==> src/shared/aimux_map.vh <==
`ifndef AIMUX_MAP_VH
`define AIMUX_MAP_VH
`define AIMUX_ADDR_PAIR 8'hba
`define AIMUX_ADDR_CHAN 8'hbb
`define AIMUX_ADDR_PINS 8'hbd
`define AIMUX_ADDR_AMP 8'hd6
`define AIMUX_RST_BYTE 8'h00
`define AIMUX_RST_NIB 4'h0
`define AIMUX_RSV_AMP 3'h0
`define AIMUX_LOW_NIB 4'hf
`define AIMUX_BIT_LO_PAIR 0
`define AIMUX_BIT_HI_PAIR 1
`define AIMUX_BIT_HV_DIFF 2
`define AIMUX_BIT_PORT_DIFF 3
`define AIMUX_BIT_AMP_EN 7
`define AIMUX_BIT_TEMP 3
`define AIMUX_CODE_AIN0 4'h0
`define AIMUX_CODE_AIN1 4'h1
`define AIMUX_CODE_AIN2 4'h2
`define AIMUX_CODE_AIN3 4'h3
`define AIMUX_CODE_HV 4'h4
`define AIMUX_CODE_GND 4'h5
`define AIMUX_CODE_EVEN 4'h6
`define AIMUX_CODE_ODD 4'h7
`define AIMUX_SRC_NONE 4'h0
`define AIMUX_SRC_AIN0 4'h1
`define AIMUX_SRC_AIN1 4'h2
`define AIMUX_SRC_AIN2 4'h3
`define AIMUX_SRC_AIN3 4'h4
`define AIMUX_SRC_HV 4'h5
`define AIMUX_SRC_GND 4'h6
`define AIMUX_SRC_EVEN 4'h7
`define AIMUX_SRC_ODD 4'h8
`define AIMUX_SRC_TEMP 4'h9
`define AIMUX_SRC_HIGHVOLT_COMMON_REF 4'ha
`endif

==> src/rtl/aimux_select.v <==
// Function
// - top four bits of pairing and channel registers read zero, writes ignored
// - pairing bit 3 makes even/odd port inputs a differential pair
// - pairing bit 2 makes amplifier measurement two's-complement differential
// - pairing bit 1 pairs external inputs two and three
// - pairing bit 0 pairs external inputs zero and one
// - differential channel gives two's-complement data, otherwise unsigned
// - channel register holds a writable four-bit code, all codes legal
// - codes 0-3 pick external inputs; paired upper code selects nothing
// - code 4 amplifier, code 5 ground, top bit set selects temperature sensor
// - codes 6/7 pick even/odd port input; paired code 7 selects nothing
// - amplifier differential routes reference to negative input; code 5 selects nothing
// - pin select bit n connects port pin n as analog input; reset zero
// - enabled even pins join even input, odd pins join odd input
// - amplifier enabled only while control bit 7 set; control resets zero
// - four-bit gain code selects one of sixteen amplifier gains
`timescale 1ns/1ns
`include "aimux_map.vh"
module aimux_select #(
	parameter DW = 8
) (
	input wire clock,
	input wire srst,
	input wire sfr_wr,
	input wire sfr_rd,
	input wire [7:0] sfr_addr,
	input wire [DW-1:0] sfr_wdata,
	output reg [DW-1:0] sfr_rdata,
	output reg [3:0] pos_source,
	output reg [3:0] neg_source,
	output reg diff_result,
	output reg [7:0] pin_analog_enable,
	output reg even_port_input_active,
	output reg odd_port_input_active,
	output reg amp_enable,
	output reg [3:0] amp_gain_code
);
	reg [3:0] pair_r;
	reg [3:0] chan_r;
	reg [7:0] pins_r;
	reg amp_en_r;
	reg [3:0] gain_r;
	reg [3:0] pos_nxt;
	reg [3:0] neg_nxt;
	reg diff_nxt;
	reg [DW-1:0] rdata_nxt;
	wire [7:0] even_mask;
	wire [7:0] odd_mask;

	// write side of the register file
	always @(posedge clock) begin
		if (srst) begin
			pair_r <= `AIMUX_RST_NIB;
			chan_r <= `AIMUX_RST_NIB;
			pins_r <= `AIMUX_RST_BYTE;
			amp_en_r <= 1'b0;
			gain_r <= `AIMUX_RST_NIB;
		end else if (sfr_wr) begin
			case (sfr_addr)
			`AIMUX_ADDR_PAIR: begin
				pair_r <= sfr_wdata[3:0] & `AIMUX_LOW_NIB;
			end
			`AIMUX_ADDR_CHAN: begin
				chan_r <= sfr_wdata[3:0];
			end
			`AIMUX_ADDR_PINS: begin
				pins_r <= sfr_wdata[7:0];
			end
			`AIMUX_ADDR_AMP: begin
				amp_en_r <= sfr_wdata[`AIMUX_BIT_AMP_EN];
				gain_r <= sfr_wdata[3:0];
			end
			default: begin
			end
			endcase
		end
	end

	// read mux: addressed register, unused bits tied low
	always @* begin
		rdata_nxt = {DW{1'b0}};
		case (sfr_addr)
		`AIMUX_ADDR_PAIR: begin
			rdata_nxt = {`AIMUX_RST_NIB, pair_r};
		end
		`AIMUX_ADDR_CHAN: begin
			rdata_nxt = {`AIMUX_RST_NIB, chan_r};
		end
		`AIMUX_ADDR_PINS: begin
			rdata_nxt = pins_r;
		end
		`AIMUX_ADDR_AMP: begin
			rdata_nxt = {amp_en_r, `AIMUX_RSV_AMP, gain_r};
		end
		default: begin
			rdata_nxt = {DW{1'b0}};
		end
		endcase
	end

	// read data flop, holds until the next read
	always @(posedge clock) begin
		if (srst) begin
			sfr_rdata <= {DW{1'b0}};
		end else if (sfr_rd) begin
			sfr_rdata <= rdata_nxt;
		end
	end

	// channel decode; every branch sets all three steering values
	always @* begin
		pos_nxt = `AIMUX_SRC_NONE;
		neg_nxt = `AIMUX_SRC_GND;
		diff_nxt = 1'b0;
		if (chan_r[`AIMUX_BIT_TEMP]) begin
			pos_nxt = `AIMUX_SRC_TEMP;
			neg_nxt = `AIMUX_SRC_GND;
			diff_nxt = 1'b0;
		end else begin
			case (chan_r)
			`AIMUX_CODE_AIN0: begin
				if (pair_r[`AIMUX_BIT_LO_PAIR]) begin
					pos_nxt = `AIMUX_SRC_AIN0;
					neg_nxt = `AIMUX_SRC_AIN1;
					diff_nxt = 1'b1;
				end else begin
					pos_nxt = `AIMUX_SRC_AIN0;
					neg_nxt = `AIMUX_SRC_GND;
					diff_nxt = 1'b0;
				end
			end
			`AIMUX_CODE_AIN1: begin
				if (pair_r[`AIMUX_BIT_LO_PAIR]) begin
					pos_nxt = `AIMUX_SRC_NONE;
					neg_nxt = `AIMUX_SRC_NONE;
					diff_nxt = 1'b0;
				end else begin
					pos_nxt = `AIMUX_SRC_AIN1;
					neg_nxt = `AIMUX_SRC_GND;
					diff_nxt = 1'b0;
				end
			end
			`AIMUX_CODE_AIN2: begin
				if (pair_r[`AIMUX_BIT_HI_PAIR]) begin
					pos_nxt = `AIMUX_SRC_AIN2;
					neg_nxt = `AIMUX_SRC_AIN3;
					diff_nxt = 1'b1;
				end else begin
					pos_nxt = `AIMUX_SRC_AIN2;
					neg_nxt = `AIMUX_SRC_GND;
					diff_nxt = 1'b0;
				end
			end
			`AIMUX_CODE_AIN3: begin
				if (pair_r[`AIMUX_BIT_HI_PAIR]) begin
					pos_nxt = `AIMUX_SRC_NONE;
					neg_nxt = `AIMUX_SRC_NONE;
					diff_nxt = 1'b0;
				end else begin
					pos_nxt = `AIMUX_SRC_AIN3;
					neg_nxt = `AIMUX_SRC_GND;
					diff_nxt = 1'b0;
				end
			end
			`AIMUX_CODE_HV: begin
				if (pair_r[`AIMUX_BIT_HV_DIFF]) begin
					pos_nxt = `AIMUX_SRC_HV;
					neg_nxt = `AIMUX_SRC_HIGHVOLT_COMMON_REF;
					diff_nxt = 1'b1;
				end else begin
					pos_nxt = `AIMUX_SRC_HV;
					neg_nxt = `AIMUX_SRC_GND;
					diff_nxt = 1'b0;
				end
			end
			`AIMUX_CODE_GND: begin
				if (pair_r[`AIMUX_BIT_HV_DIFF]) begin
					pos_nxt = `AIMUX_SRC_NONE;
					neg_nxt = `AIMUX_SRC_NONE;
					diff_nxt = 1'b0;
				end else begin
					pos_nxt = `AIMUX_SRC_GND;
					neg_nxt = `AIMUX_SRC_GND;
					diff_nxt = 1'b0;
				end
			end
			`AIMUX_CODE_EVEN: begin
				if (pair_r[`AIMUX_BIT_PORT_DIFF]) begin
					pos_nxt = `AIMUX_SRC_EVEN;
					neg_nxt = `AIMUX_SRC_ODD;
					diff_nxt = 1'b1;
				end else begin
					pos_nxt = `AIMUX_SRC_EVEN;
					neg_nxt = `AIMUX_SRC_GND;
					diff_nxt = 1'b0;
				end
			end
			`AIMUX_CODE_ODD: begin
				if (pair_r[`AIMUX_BIT_PORT_DIFF]) begin
					pos_nxt = `AIMUX_SRC_NONE;
					neg_nxt = `AIMUX_SRC_NONE;
					diff_nxt = 1'b0;
				end else begin
					pos_nxt = `AIMUX_SRC_ODD;
					neg_nxt = `AIMUX_SRC_GND;
					diff_nxt = 1'b0;
				end
			end
			default: begin
				pos_nxt = `AIMUX_SRC_NONE;
				neg_nxt = `AIMUX_SRC_GND;
				diff_nxt = 1'b0;
			end
			endcase
		end
	end

	// even and odd pin groups
	genvar g;
	generate
		for (g = 0; g < 8; g = g + 1) begin : pin_grp
			assign even_mask[g] = (g % 2 == 0) ? pins_r[g] : 1'b0;
			assign odd_mask[g] = (g % 2 == 1) ? pins_r[g] : 1'b0;
		end
	endgenerate

	// registered steering outputs
	always @(posedge clock) begin
		if (srst) begin
			pos_source <= `AIMUX_SRC_NONE;
			neg_source <= `AIMUX_SRC_NONE;
			diff_result <= 1'b0;
			pin_analog_enable <= `AIMUX_RST_BYTE;
			even_port_input_active <= 1'b0;
			odd_port_input_active <= 1'b0;
			amp_enable <= 1'b0;
			amp_gain_code <= `AIMUX_RST_NIB;
		end else begin
			pos_source <= pos_nxt;
			neg_source <= neg_nxt;
			diff_result <= diff_nxt;
			pin_analog_enable <= pins_r;
			even_port_input_active <= |even_mask;
			odd_port_input_active <= |odd_mask;
			amp_enable <= amp_en_r;
			amp_gain_code <= gain_r;
		end
	end
endmodule

==> config.mk <==
export PLATFORM = sky130hd
export DESIGN_NAME = aimux_select
export DESIGN_NICKNAME = d
export VERILOG_FILES = /design/src/rtl/aimux_select.v
export VERILOG_INCLUDE_DIRS = /design/src /design/src/shared
export SDC_FILE = /design/constraint.sdc
export NUM_CORES = 1
export LEC_CHECK = 0
export BUFFER_PORTS_ARGS = -buffer_cell sky130_fd_sc_hd__buf_2
export CAP_MARGIN = 20
export CORE_ASPECT_RATIO = 1.75
export CORE_UTILIZATION = 56
export CTS_CLUSTER_SIZE = 8
export DETAILED_ROUTE_END_ITERATION = 10
export PLACE_DENSITY = 0.83
export SYNTH_ARGS = -nofsm -noshare
export SYNTH_HDL_FRONTEND = slang
export SYNTH_SLANG_ARGS = --single-unit
==> constraint.sdc <==
create_clock -name clock -period 2.3 [get_ports clock]
set_input_delay 0.69 -clock clock [delete_from_list [all_inputs] [get_ports clock]]
set_output_delay 0.69 -clock clock [all_outputs]
set_load 0.05 [all_outputs]
==> metrics.txt, run 1 <==
Overflow after GRT 0; Inserted Clock Buffers 5; sequential-to-total area share from yosys stat 47.7%; # resized after CTS 0; P_int 1.26 mW; per-cell routed wire length 14.2 um; Residual DRC 0; first-pass GRT wire length 7.91 mm; initial antenna violation count 0; Synth area leader dfxtp_1; core area 0.00366 mm^2; Critical Path AT 0.92 ns; share of cells above drive strength 1 27.0%; Via Count 1,791; buffers plus inverters on the worst setup path 1; worst hold endpoint sfr_rdata[7]; Avg Cell Area, Syn 9.52 um^2; Hold Crit Class flip-flop to flip-flop; # setup viols final 0; pins over their slew limit 0; CP cell instances buf_2; sequential power share 55.9%; Cells after DPL 312; fmax 623 MHz; Final #Nets 293; vias in the first global route 1,739; Cell Pwr Density 640 mW/mm^2; Sw Pwr 0.358 mW; R2R cell count 3; ant diodes 0; Post-CTS Setup Bufs 0; # fillers 311; r2r setup slk 0.86 ns; setup_tns 0 ns; Vias/cell 5.60; Mapped Area 0.00218 mm^2; final hold vios 0; CTS clock-pin slew for the worst setup and hold paths 0.09 ns; Synth Warn # 0; outcome complete, no violations; root buffer selected by CTS clkbuf_8; most frequent cells in the layout 52 x dfxtp_1, 50 x buf_2, 21 x nand2_1, 18 x nor2_1, 18 x a21oi_1; CP required 1.61 ns; Die H 84.6 um; total track usage 24.4%; synth top area cells dfxtp_1 48%, mux2i_1 5.0%, nor2b_1 4.6%, a21oi_1 4.1%, nand3_1 3.7%; CTS tree built; Worst Skew 0.00729 ns; R2R Path End pos_source[2]; startpoint types flip-flop; CP max stage cell dfxtp_1; post-layout util 69.0%; post-synth cell types 42; Max-Cap Viols 0; Syn Inst Count 229; number of cell rows 29; Die W 49.2 um; CP delay by family, top flip-flops; crit path time final 1.61 ns; most common cell after layout, fill and taps aside dfxtp_1; top-area cell type share of the netlist area 47.7%; final wirelength 4.53 mm; Initial DRC Count 41; flops & latches, synth 52; Max stage delay on crit path 0.35 ns; worst-path maximum fanout 2; Max Root-Sink Buffers 2; CTS Hold Bufs 0; RR Startpoint chan_r[2]; GP Congestion 0.834; Crit Path Class flip-flop to output port; Post-synth EDFFs 0; Clk pwr share 38.3%; Comb pwr share 5.8%; Worst Hold Path Cells 2; Worst Hold Launch sfr_rdata[7]; Async SR Flop Fraction 0%; Critical Path Sink Type output port; Sw Share 22.1%; final instance count without filler cells 320; iteration count of the initial detailed-routing pass 4; IO Pins 52; Leakage 1.05 nW; die area 0.00416 mm^2; Pwr Total 1.62 mW; Initial Utilization 59.5%; area grow syn2layout 15.9%; Top FF cell, synth dfxtp_1; post-detail-place hpwl 3.36 mm; H-tree levels 2; Port-buffer cells 50; Worst-Skew Late Latency 0.30 ns; unrepaired setup endpoints after global routing no; clk sinks 52; Final period util 69.8%; largest net degree at the start of global routing 32; Synth Net Count 249; worst vdd ir 0.511 mV; Final ANT Viol Nets 0
==> kinds of logic (layout without fill, tap and decap cells) <==
| group | Yosys count | after routing | synth area share [%] |
|---|---|---|---|
| other | 1 | 1 | 0.172 |
| multiplexers | 13 | 13 | 6.08 |
| AO/OA/AOI/OAI | 43 | 43 | 14.7 |
| AND/OR/NAND/NOR | 102 | 102 | 26.6 |
| buffers and inverters | 18 | 63 | 4.70 |
| flip-flops | 52 | 52 | 47.7 |
==> final cells by class <==
| cell class | count | area (um^2) | area share, % |
|---|---|---|---|
| Inverter | 2 | 7.51 | 0.297 |
| Clock buffer | 6 | 72.6 | 2.87 |
| Sequential cell | 52 | 1040 | 41.2 |
| Tap cell | 46 | 57.6 | 2.28 |
| Timing Repair Buffer | 53 | 273 | 10.8 |
| Clock inverter | 2 | 38.8 | 1.53 |
| Multi-Input combinational cell | 159 | 1040 | 41.0 |
==> worst max path at each step <==
stage	startpoint	end	slack [ns]	depth (start not counted)
3_3_place_gp	sfr_addr[7]	sfr_rdata[3]	0.40	5
3_5_place_dp	sfr_addr[7]	sfr_rdata[0]	0.39	5
2_1_floorplan	sfr_addr[1]	sfr_rdata[0]	0.57	5
4_1_cts	sfr_rdata[5]	sfr_rdata[5]	0.68	1
5_1_grt	sfr_addr[0]	sfr_rdata[2]	0.64	5
6_report	sfr_rdata[5]	sfr_rdata[5]	0.69	1
==> metrics by stage <==
stage | hold slack [ns] | area (um^2) | setup WS [ns]
2_1_floorplan | 0.444 | 2180 | 0.568
3_3_place_gp | 0.441 | 2420 | 0.400
3_5_place_dp | 0.449 | 2420 | 0.394
4_1_cts | 0.468 | 2530 | 0.679
5_1_grt | 0.501 | 2530 | 0.638
6_report | 0.464 | 2530 | 0.694
==> synthesized netlist by cell type (2+ instances only) <==
| master | count |
|---|---|
| o21ai_0 | 2 |
| a21boi_0 | 4 |
| nand4_1 | 4 |
| nand3_1 | 16 |
| nor2b_1 | 16 |
| nor3_1 | 3 |
| and3b_2 | 2 |
| mux2_2 | 2 |
| dfxtp_1 | 52 |
| nor4_1 | 4 |
| a22oi_2 | 4 |
| a22oi_1 | 5 |
| nor2_1 | 18 |
| a32o_1 | 4 |
| nand2_1 | 21 |
| inv_1 | 2 |
| buf_1 | 3 |
| nand2b_1 | 4 |
| nor3b_1 | 2 |
| a21oi_1 | 18 |
| buf_2 | 4 |
| mux2i_1 | 11 |
| nand3b_1 | 3 |
| buf_4 | 5 |
| clkbuf_1 | 3 |
==> worst register-to-register path, cell delays in order (launching register included) <==
cell	delay (ns)
dfxtp_1	0.55
nor3b_1	0.35
o21ai_0	0.22
a211oi_1	0.24
==> power groups by stage <==
| stage | registers [mW] | clock network (mW) | logic [mW] |
|---|---|---|---|
| after floorplan | 0.936 | 0 | 0.0479 |
| after detailed placement | 0.925 | 0 | 0.0937 |
| after global placement | 0.925 | 0 | 0.0920 |
| after CTS | 0.904 | 0.634 | 0.0938 |
| after global routing | 0.905 | 0.672 | 0.102 |
| final | 0.904 | 0.619 | 0.0937 |
==> layer usage <==
metal | vias up | wire (um) | global-route usage [%]
met5 | - | 0 | 0
met4 | 0 | 127 | 13.9
met3 | 15 | 189 | 4.17
met2 | 60 | 2420 | 42.0
met1 | 823 | 1790 | 27.8
li1 | 893 | - | -
==> state kept, by name, indices dropped and copies added (netlist names) <==
signal / count
amp_gain_code: 4
sfr_rdata: 8
neg_source: 3
amp_enable: 1
amp_en_r: 1
gain_r: 4
diff_result: 1
even_port_input_active: 1
pos_source: 4
pin_analog_enable: 8
pins_r: 8
odd_port_input_active: 1
pair_r: 4
chan_r: 4
Power figures use the tool's default switching activity.
==> run 2, diff against run 1 <==
--- a/config.mk
+++ b/config.mk
@@ -9,10 +9,10 @@
 export BUFFER_PORTS_ARGS = -buffer_cell sky130_fd_sc_hd__buf_2
 export CAP_MARGIN = 20
 export CORE_ASPECT_RATIO = 1.75
-export CORE_UTILIZATION = 56
+export CORE_UTILIZATION = 47
 export CTS_CLUSTER_SIZE = 8
 export DETAILED_ROUTE_END_ITERATION = 10
-export PLACE_DENSITY = 0.83
+export PLACE_DENSITY = 0.74
 export SYNTH_ARGS = -nofsm -noshare
 export SYNTH_HDL_FRONTEND = slang
 export SYNTH_SLANG_ARGS = --single-unit
==> constraint.sdc (replaced) <==
create_clock -name clock -period 1.4 [get_ports clock]
set_input_delay 0.42 -clock clock [delete_from_list [all_inputs] [get_ports clock]]
set_output_delay 0.42 -clock clock [all_outputs]
set_load 0.05 [all_outputs]
==> run 2 against run 1 <==
Sequential share of layout area shrank 1.8 points. Cell area grew 4.8%. Sequential cell count is the same. Final cell count grew 6.3%. Die area grew 18%. Critical path depth is the same. Critical path type unchanged.
==> metrics.txt, run 2 (synthesized netlist as in run 1, its figures left out) <==
# fillers 432; total track usage 22.3%; Residual DRC 0; Port-buffer cells 50; biggest regs pin_analog_enable: 8 flops, pins_r: 8 flops, sfr_rdata: 8 flops; Critical Path AT 0.92 ns; CTS Hold Bufs 0; core area 0.00444 mm^2; # resized after CTS 0; initial antenna violation count 0; Hold Crit Class primary input to flip-flop; most frequent cells in the layout 51 x dfxtp_1, 50 x buf_2, 21 x nand2_1; H-tree levels 2; final hold vios 0; share of cells above drive strength 1 31.5%; Cell Pwr Density 950 mW/mm^2; worst-path maximum fanout 2; unrepaired setup endpoints after global routing no; CP required 0.98 ns; CP cell instances buf_2; Max stage delay on crit path 0.35 ns; CTS clock-pin slew for the worst setup and hold paths 0.09 ns; post-layout util 59.6%; first-pass GRT wire length 8.09 mm; pins over their slew limit 0; buffers plus inverters on the worst setup path 1; # setup viols final 0; P_int 1.93 mW; hold_ws 0.365 ns; Worst Hold Launch sfr_wdata[6]; crit path time final 1.34 ns; per-cell routed wire length 14.2 um; Initial DRC Count 59; IO Pins 52; post-detail-place hpwl 3.69 mm; die area 0.00493 mm^2; Sw Pwr 0.583 mW; Final #Nets 309; most common cell after layout, fill and taps aside dfxtp_1; Clk pwr share 34.3%; root buffer selected by CTS clkbuf_8; Worst-Skew Late Latency 0.30 ns; Leakage 1.12 nW; setup_tns 0 ns; Crit Path Class flip-flop to output port; Vias/cell 5.48; CP max stage cell dfxtp_1; Overflow after GRT 0; RR Startpoint chan_r[1]; Max-Cap Viols 0; Max Root-Sink Buffers 2; CTS tree built; vias in the first global route 1,757; Design Area, Final 0.00265 mm^2; area grow syn2layout 21.5%; Final period util 95.6%; largest net degree at the start of global routing 36; CP startpoint sfr_rdata[7]; fmax 747 MHz; Comb pwr share 6.7%; Die H 92.1 um; ant diodes 0; Sw Share 23.2%; Post-CTS Setup Bufs 0; Via Count 1,863; Initial Utilization 49.1%; Final ANT Viol Nets 0; outcome complete, no violations; Critical Path Sink Type output port; Worst Skew 0.00536 ns; startpoint types flip-flop; Post-DP Area 0.00256 mm^2; iteration count of the initial detailed-routing pass 4; final wirelength 4.84 mm; number of cell rows 32; Die W 53.5 um; clk sinks 52; Pwr Total 2.52 mW; Inserted Clock Buffers 5; sequential power share 59.0%; GP Congestion 0.818; worst vdd ir 0.772 mV; CP delay by family, top flip-flops
-- run 2: worst paths after layout --
| path | endpoint | slack, ns | depth (start not counted) |
|---|---|---|---|
| worst max-delay path | sfr_rdata[7] | 0.06 | 1 |
| worst min-delay path | pins_r[6] | 0.36 | 3 |
| worst max register to register | pos_source[2] | 0.17 | 4 |
| worst min register to register | sfr_rdata[7] | 0.47 | 2 |
-- run 2: layer usage --
layer / GRT usage (%) / wire, um
met5: 0 / 0
met2: 39.9 / 2680
met3: 3.98 / 188
met1: 24.5 / 1850
met4: 8.77 / 118
-- run 2: per-stage QoR --
step	instances	worst slack [ns]
4_1_cts	340	0.0465
5_1_grt	340	0.0101
3_5_place_dp	333	-0.185
6_report	340	0.0613
2_1_floorplan	229	0.0229
3_3_place_gp	333	-0.172
-- run 2: layout make-up --
class                   instances  area, um^2  area share (%)
clock buffers                   6        82.6            3.12
clock inverters                 1        8.76           0.331
inverters                       2        7.51           0.283
multi-input cells             159        1040            39.2
flip-flops and latches         52        1040            39.3
well taps                      51        63.8            2.41
repair buffers                 69         405            15.3
-- run 2: power groups by stage --
stage | sequential (mW) | combinational (mW) | clock, mW
after floorplan | 1.54 | 0.0815 | 0
after global placement | 1.52 | 0.166 | 0
after detailed placement | 1.52 | 0.168 | 0
after CTS | 1.49 | 0.168 | 0.885
after global routing | 1.49 | 0.181 | 0.942
final | 1.49 | 0.168 | 0.864
==> run 3, diff against run 2 <==
--- a/config.mk
+++ b/config.mk
@@ -6,13 +6,13 @@
 export SDC_FILE = /design/constraint.sdc
 export NUM_CORES = 1
 export LEC_CHECK = 0
-export BUFFER_PORTS_ARGS = -buffer_cell sky130_fd_sc_hd__buf_2
 export CAP_MARGIN = 20
 export CORE_ASPECT_RATIO = 1.75
-export CORE_UTILIZATION = 47
+export CORE_UTILIZATION = 55
 export CTS_CLUSTER_SIZE = 8
 export DETAILED_ROUTE_END_ITERATION = 10
-export PLACE_DENSITY = 0.74
+export DONT_BUFFER_PORTS = 1
+export PLACE_DENSITY = 0.73
 export SYNTH_ARGS = -nofsm -noshare
 export SYNTH_HDL_FRONTEND = slang
 export SYNTH_SLANG_ARGS = --single-unit
==> run 3 against run 2 <==
Global-route usage increased by 1.5 points. Highest routed layer unchanged. Clock skew decreased by 0.0020 ns. Sequential share of layout area increased by 4.7 points. Largest power group unchanged.
==> metrics.txt, run 3 (synthesized netlist as in run 1, its figures left out) <==
Multi-input gate area 0.00104 mm^2; hold_ws 0.197 ns; CTS clock-pin slew for the worst setup and hold paths 0.09 ns; pre-CTS setup slack -0.0640 ns; biggest regs pin_analog_enable: 8 flops, pins_r: 8 flops, sfr_rdata: 8 flops; CP required 0.98 ns; R2R Path End pos_source[2]; iteration count of the initial detailed-routing pass 5; Leakage 0.866 nW; GRT met3 Usage 5.56%; outcome complete, no violations; unrepaired setup endpoints after global routing no; most frequent cells in the layout 52 x dfxtp_1, 21 x nand2_1, 18 x nor2_1, 18 x a21oi_1; Critical Path AT 0.94 ns; startpoint types flip-flop; Vias/cell 5.98; final wirelength 4.67 mm; post-detail-place hpwl 3.42 mm; Final WS setup 0.0394 ns; crit path time final 1.36 ns; total track usage 23.8%; # setup viols final 0; worst vdd ir 0.936 mV; pins over their slew limit 0; ant diodes 0; Worst-Skew Late Latency 0.29 ns; Max Root-Sink Buffers 2; RR Startpoint chan_r[1]; initial antenna violation count 0; busiest grt layer met2; CTS Hold Bufs 0; r2r setup slk 0.10 ns; vias in the first global route 1,659; most common cell after layout, fill and taps aside dfxtp_1; R2R cell count 4; Port-buffer cells 0; Max-Cap Viols 0; Initial DRC Count 57; Crit path depth 0; Final ANT Viol Nets 0; core area 0.00370 mm^2; die area 0.00423 mm^2; fmax 735 MHz; CTS tree built; root buffer selected by CTS clkbuf_8; per-cell routed wire length 16.6 um; Residual DRC 0; slew at the pin closest to its max-slew limit 0.503 ns; Via Count 1,680; Final period util 97.2%; Inserted Clock Buffers 5; GR Util met1 24.9%; storage element area 0.00104 mm^2; CP startpoint sfr_rdata[4]; Overflow after GRT 0; Hold Crit Class primary input to flip-flop; met2 usage 42.8%; Critical Path Sink Type output port; Worst Skew 0.00338 ns; # resized after CTS 0; Die W 49.6 um; Pwr Total 2.56 mW; IO Pins 52; final hold vios 0; largest net degree at the start of global routing 50; number of cell rows 29; Worst Setup EP sfr_rdata[4]; area grow syn2layout 8.26%; share of cells above drive strength 1 14.9%; Initial Utilization 58.9%; first-pass GRT wire length 7.76 mm; Cell Pwr Density 1080 mW/mm^2; GP Congestion 0.832; # fillers 321; H-tree levels 2; Slew HR 66.4%; Final #Nets 254; clk sinks 52; Die H 85.3 um; Post-CTS Setup Bufs 0; Crit Path Class flip-flop to output port; worst-path maximum fanout 2
-- run 3: worst min path at each step --
stage          startpoint  depth (start not counted)        end
3_5_place_dp    gain_r[2]                          2  gain_r[2]
2_1_floorplan    amp_en_r                          2   amp_en_r
6_report             srst                          1  gain_r[3]
4_1_cts              srst                          1  pins_r[2]
3_3_place_gp    gain_r[2]                          2  gain_r[2]
5_1_grt              srst                          1  pins_r[0]
-- run 3: stage by stage --
step	instances	cell area [um^2]	TNS [ns]	util, %
6_report	281	2360	0	63.8
4_1_cts	281	2360	0	63.8
3_3_place_gp	273	2250	-0.0941	60.8
5_1_grt	281	2360	0	63.8
3_5_place_dp	273	2250	-0.242	60.8
2_1_floorplan	229	2190	0	-
-- run 3: final cells by class --
cell class / instances / share of cell area, %
sequential: 52 / 44.1
timing repair buffer: 14 / 4.45
clock inverter: 2 / 1.64
clock buffer: 6 / 3.07
inverter: 2 / 0.318
multi-input combinational: 159 / 44.0
tap: 46 / 2.44
-- run 3: metal layers --
layer	up-vias	routed length, um
li1	817	-
met1	781	1840
met2	71	2440
met3	11	254
met4	0	133
met5	-	0
-- run 3: power breakdown --
part           internal [mW]  switching [mW]  leakage [nW]
clock network          0.540           0.460        0.0558
logic                 0.0215          0.0313         0.390
registers               1.48          0.0206         0.420
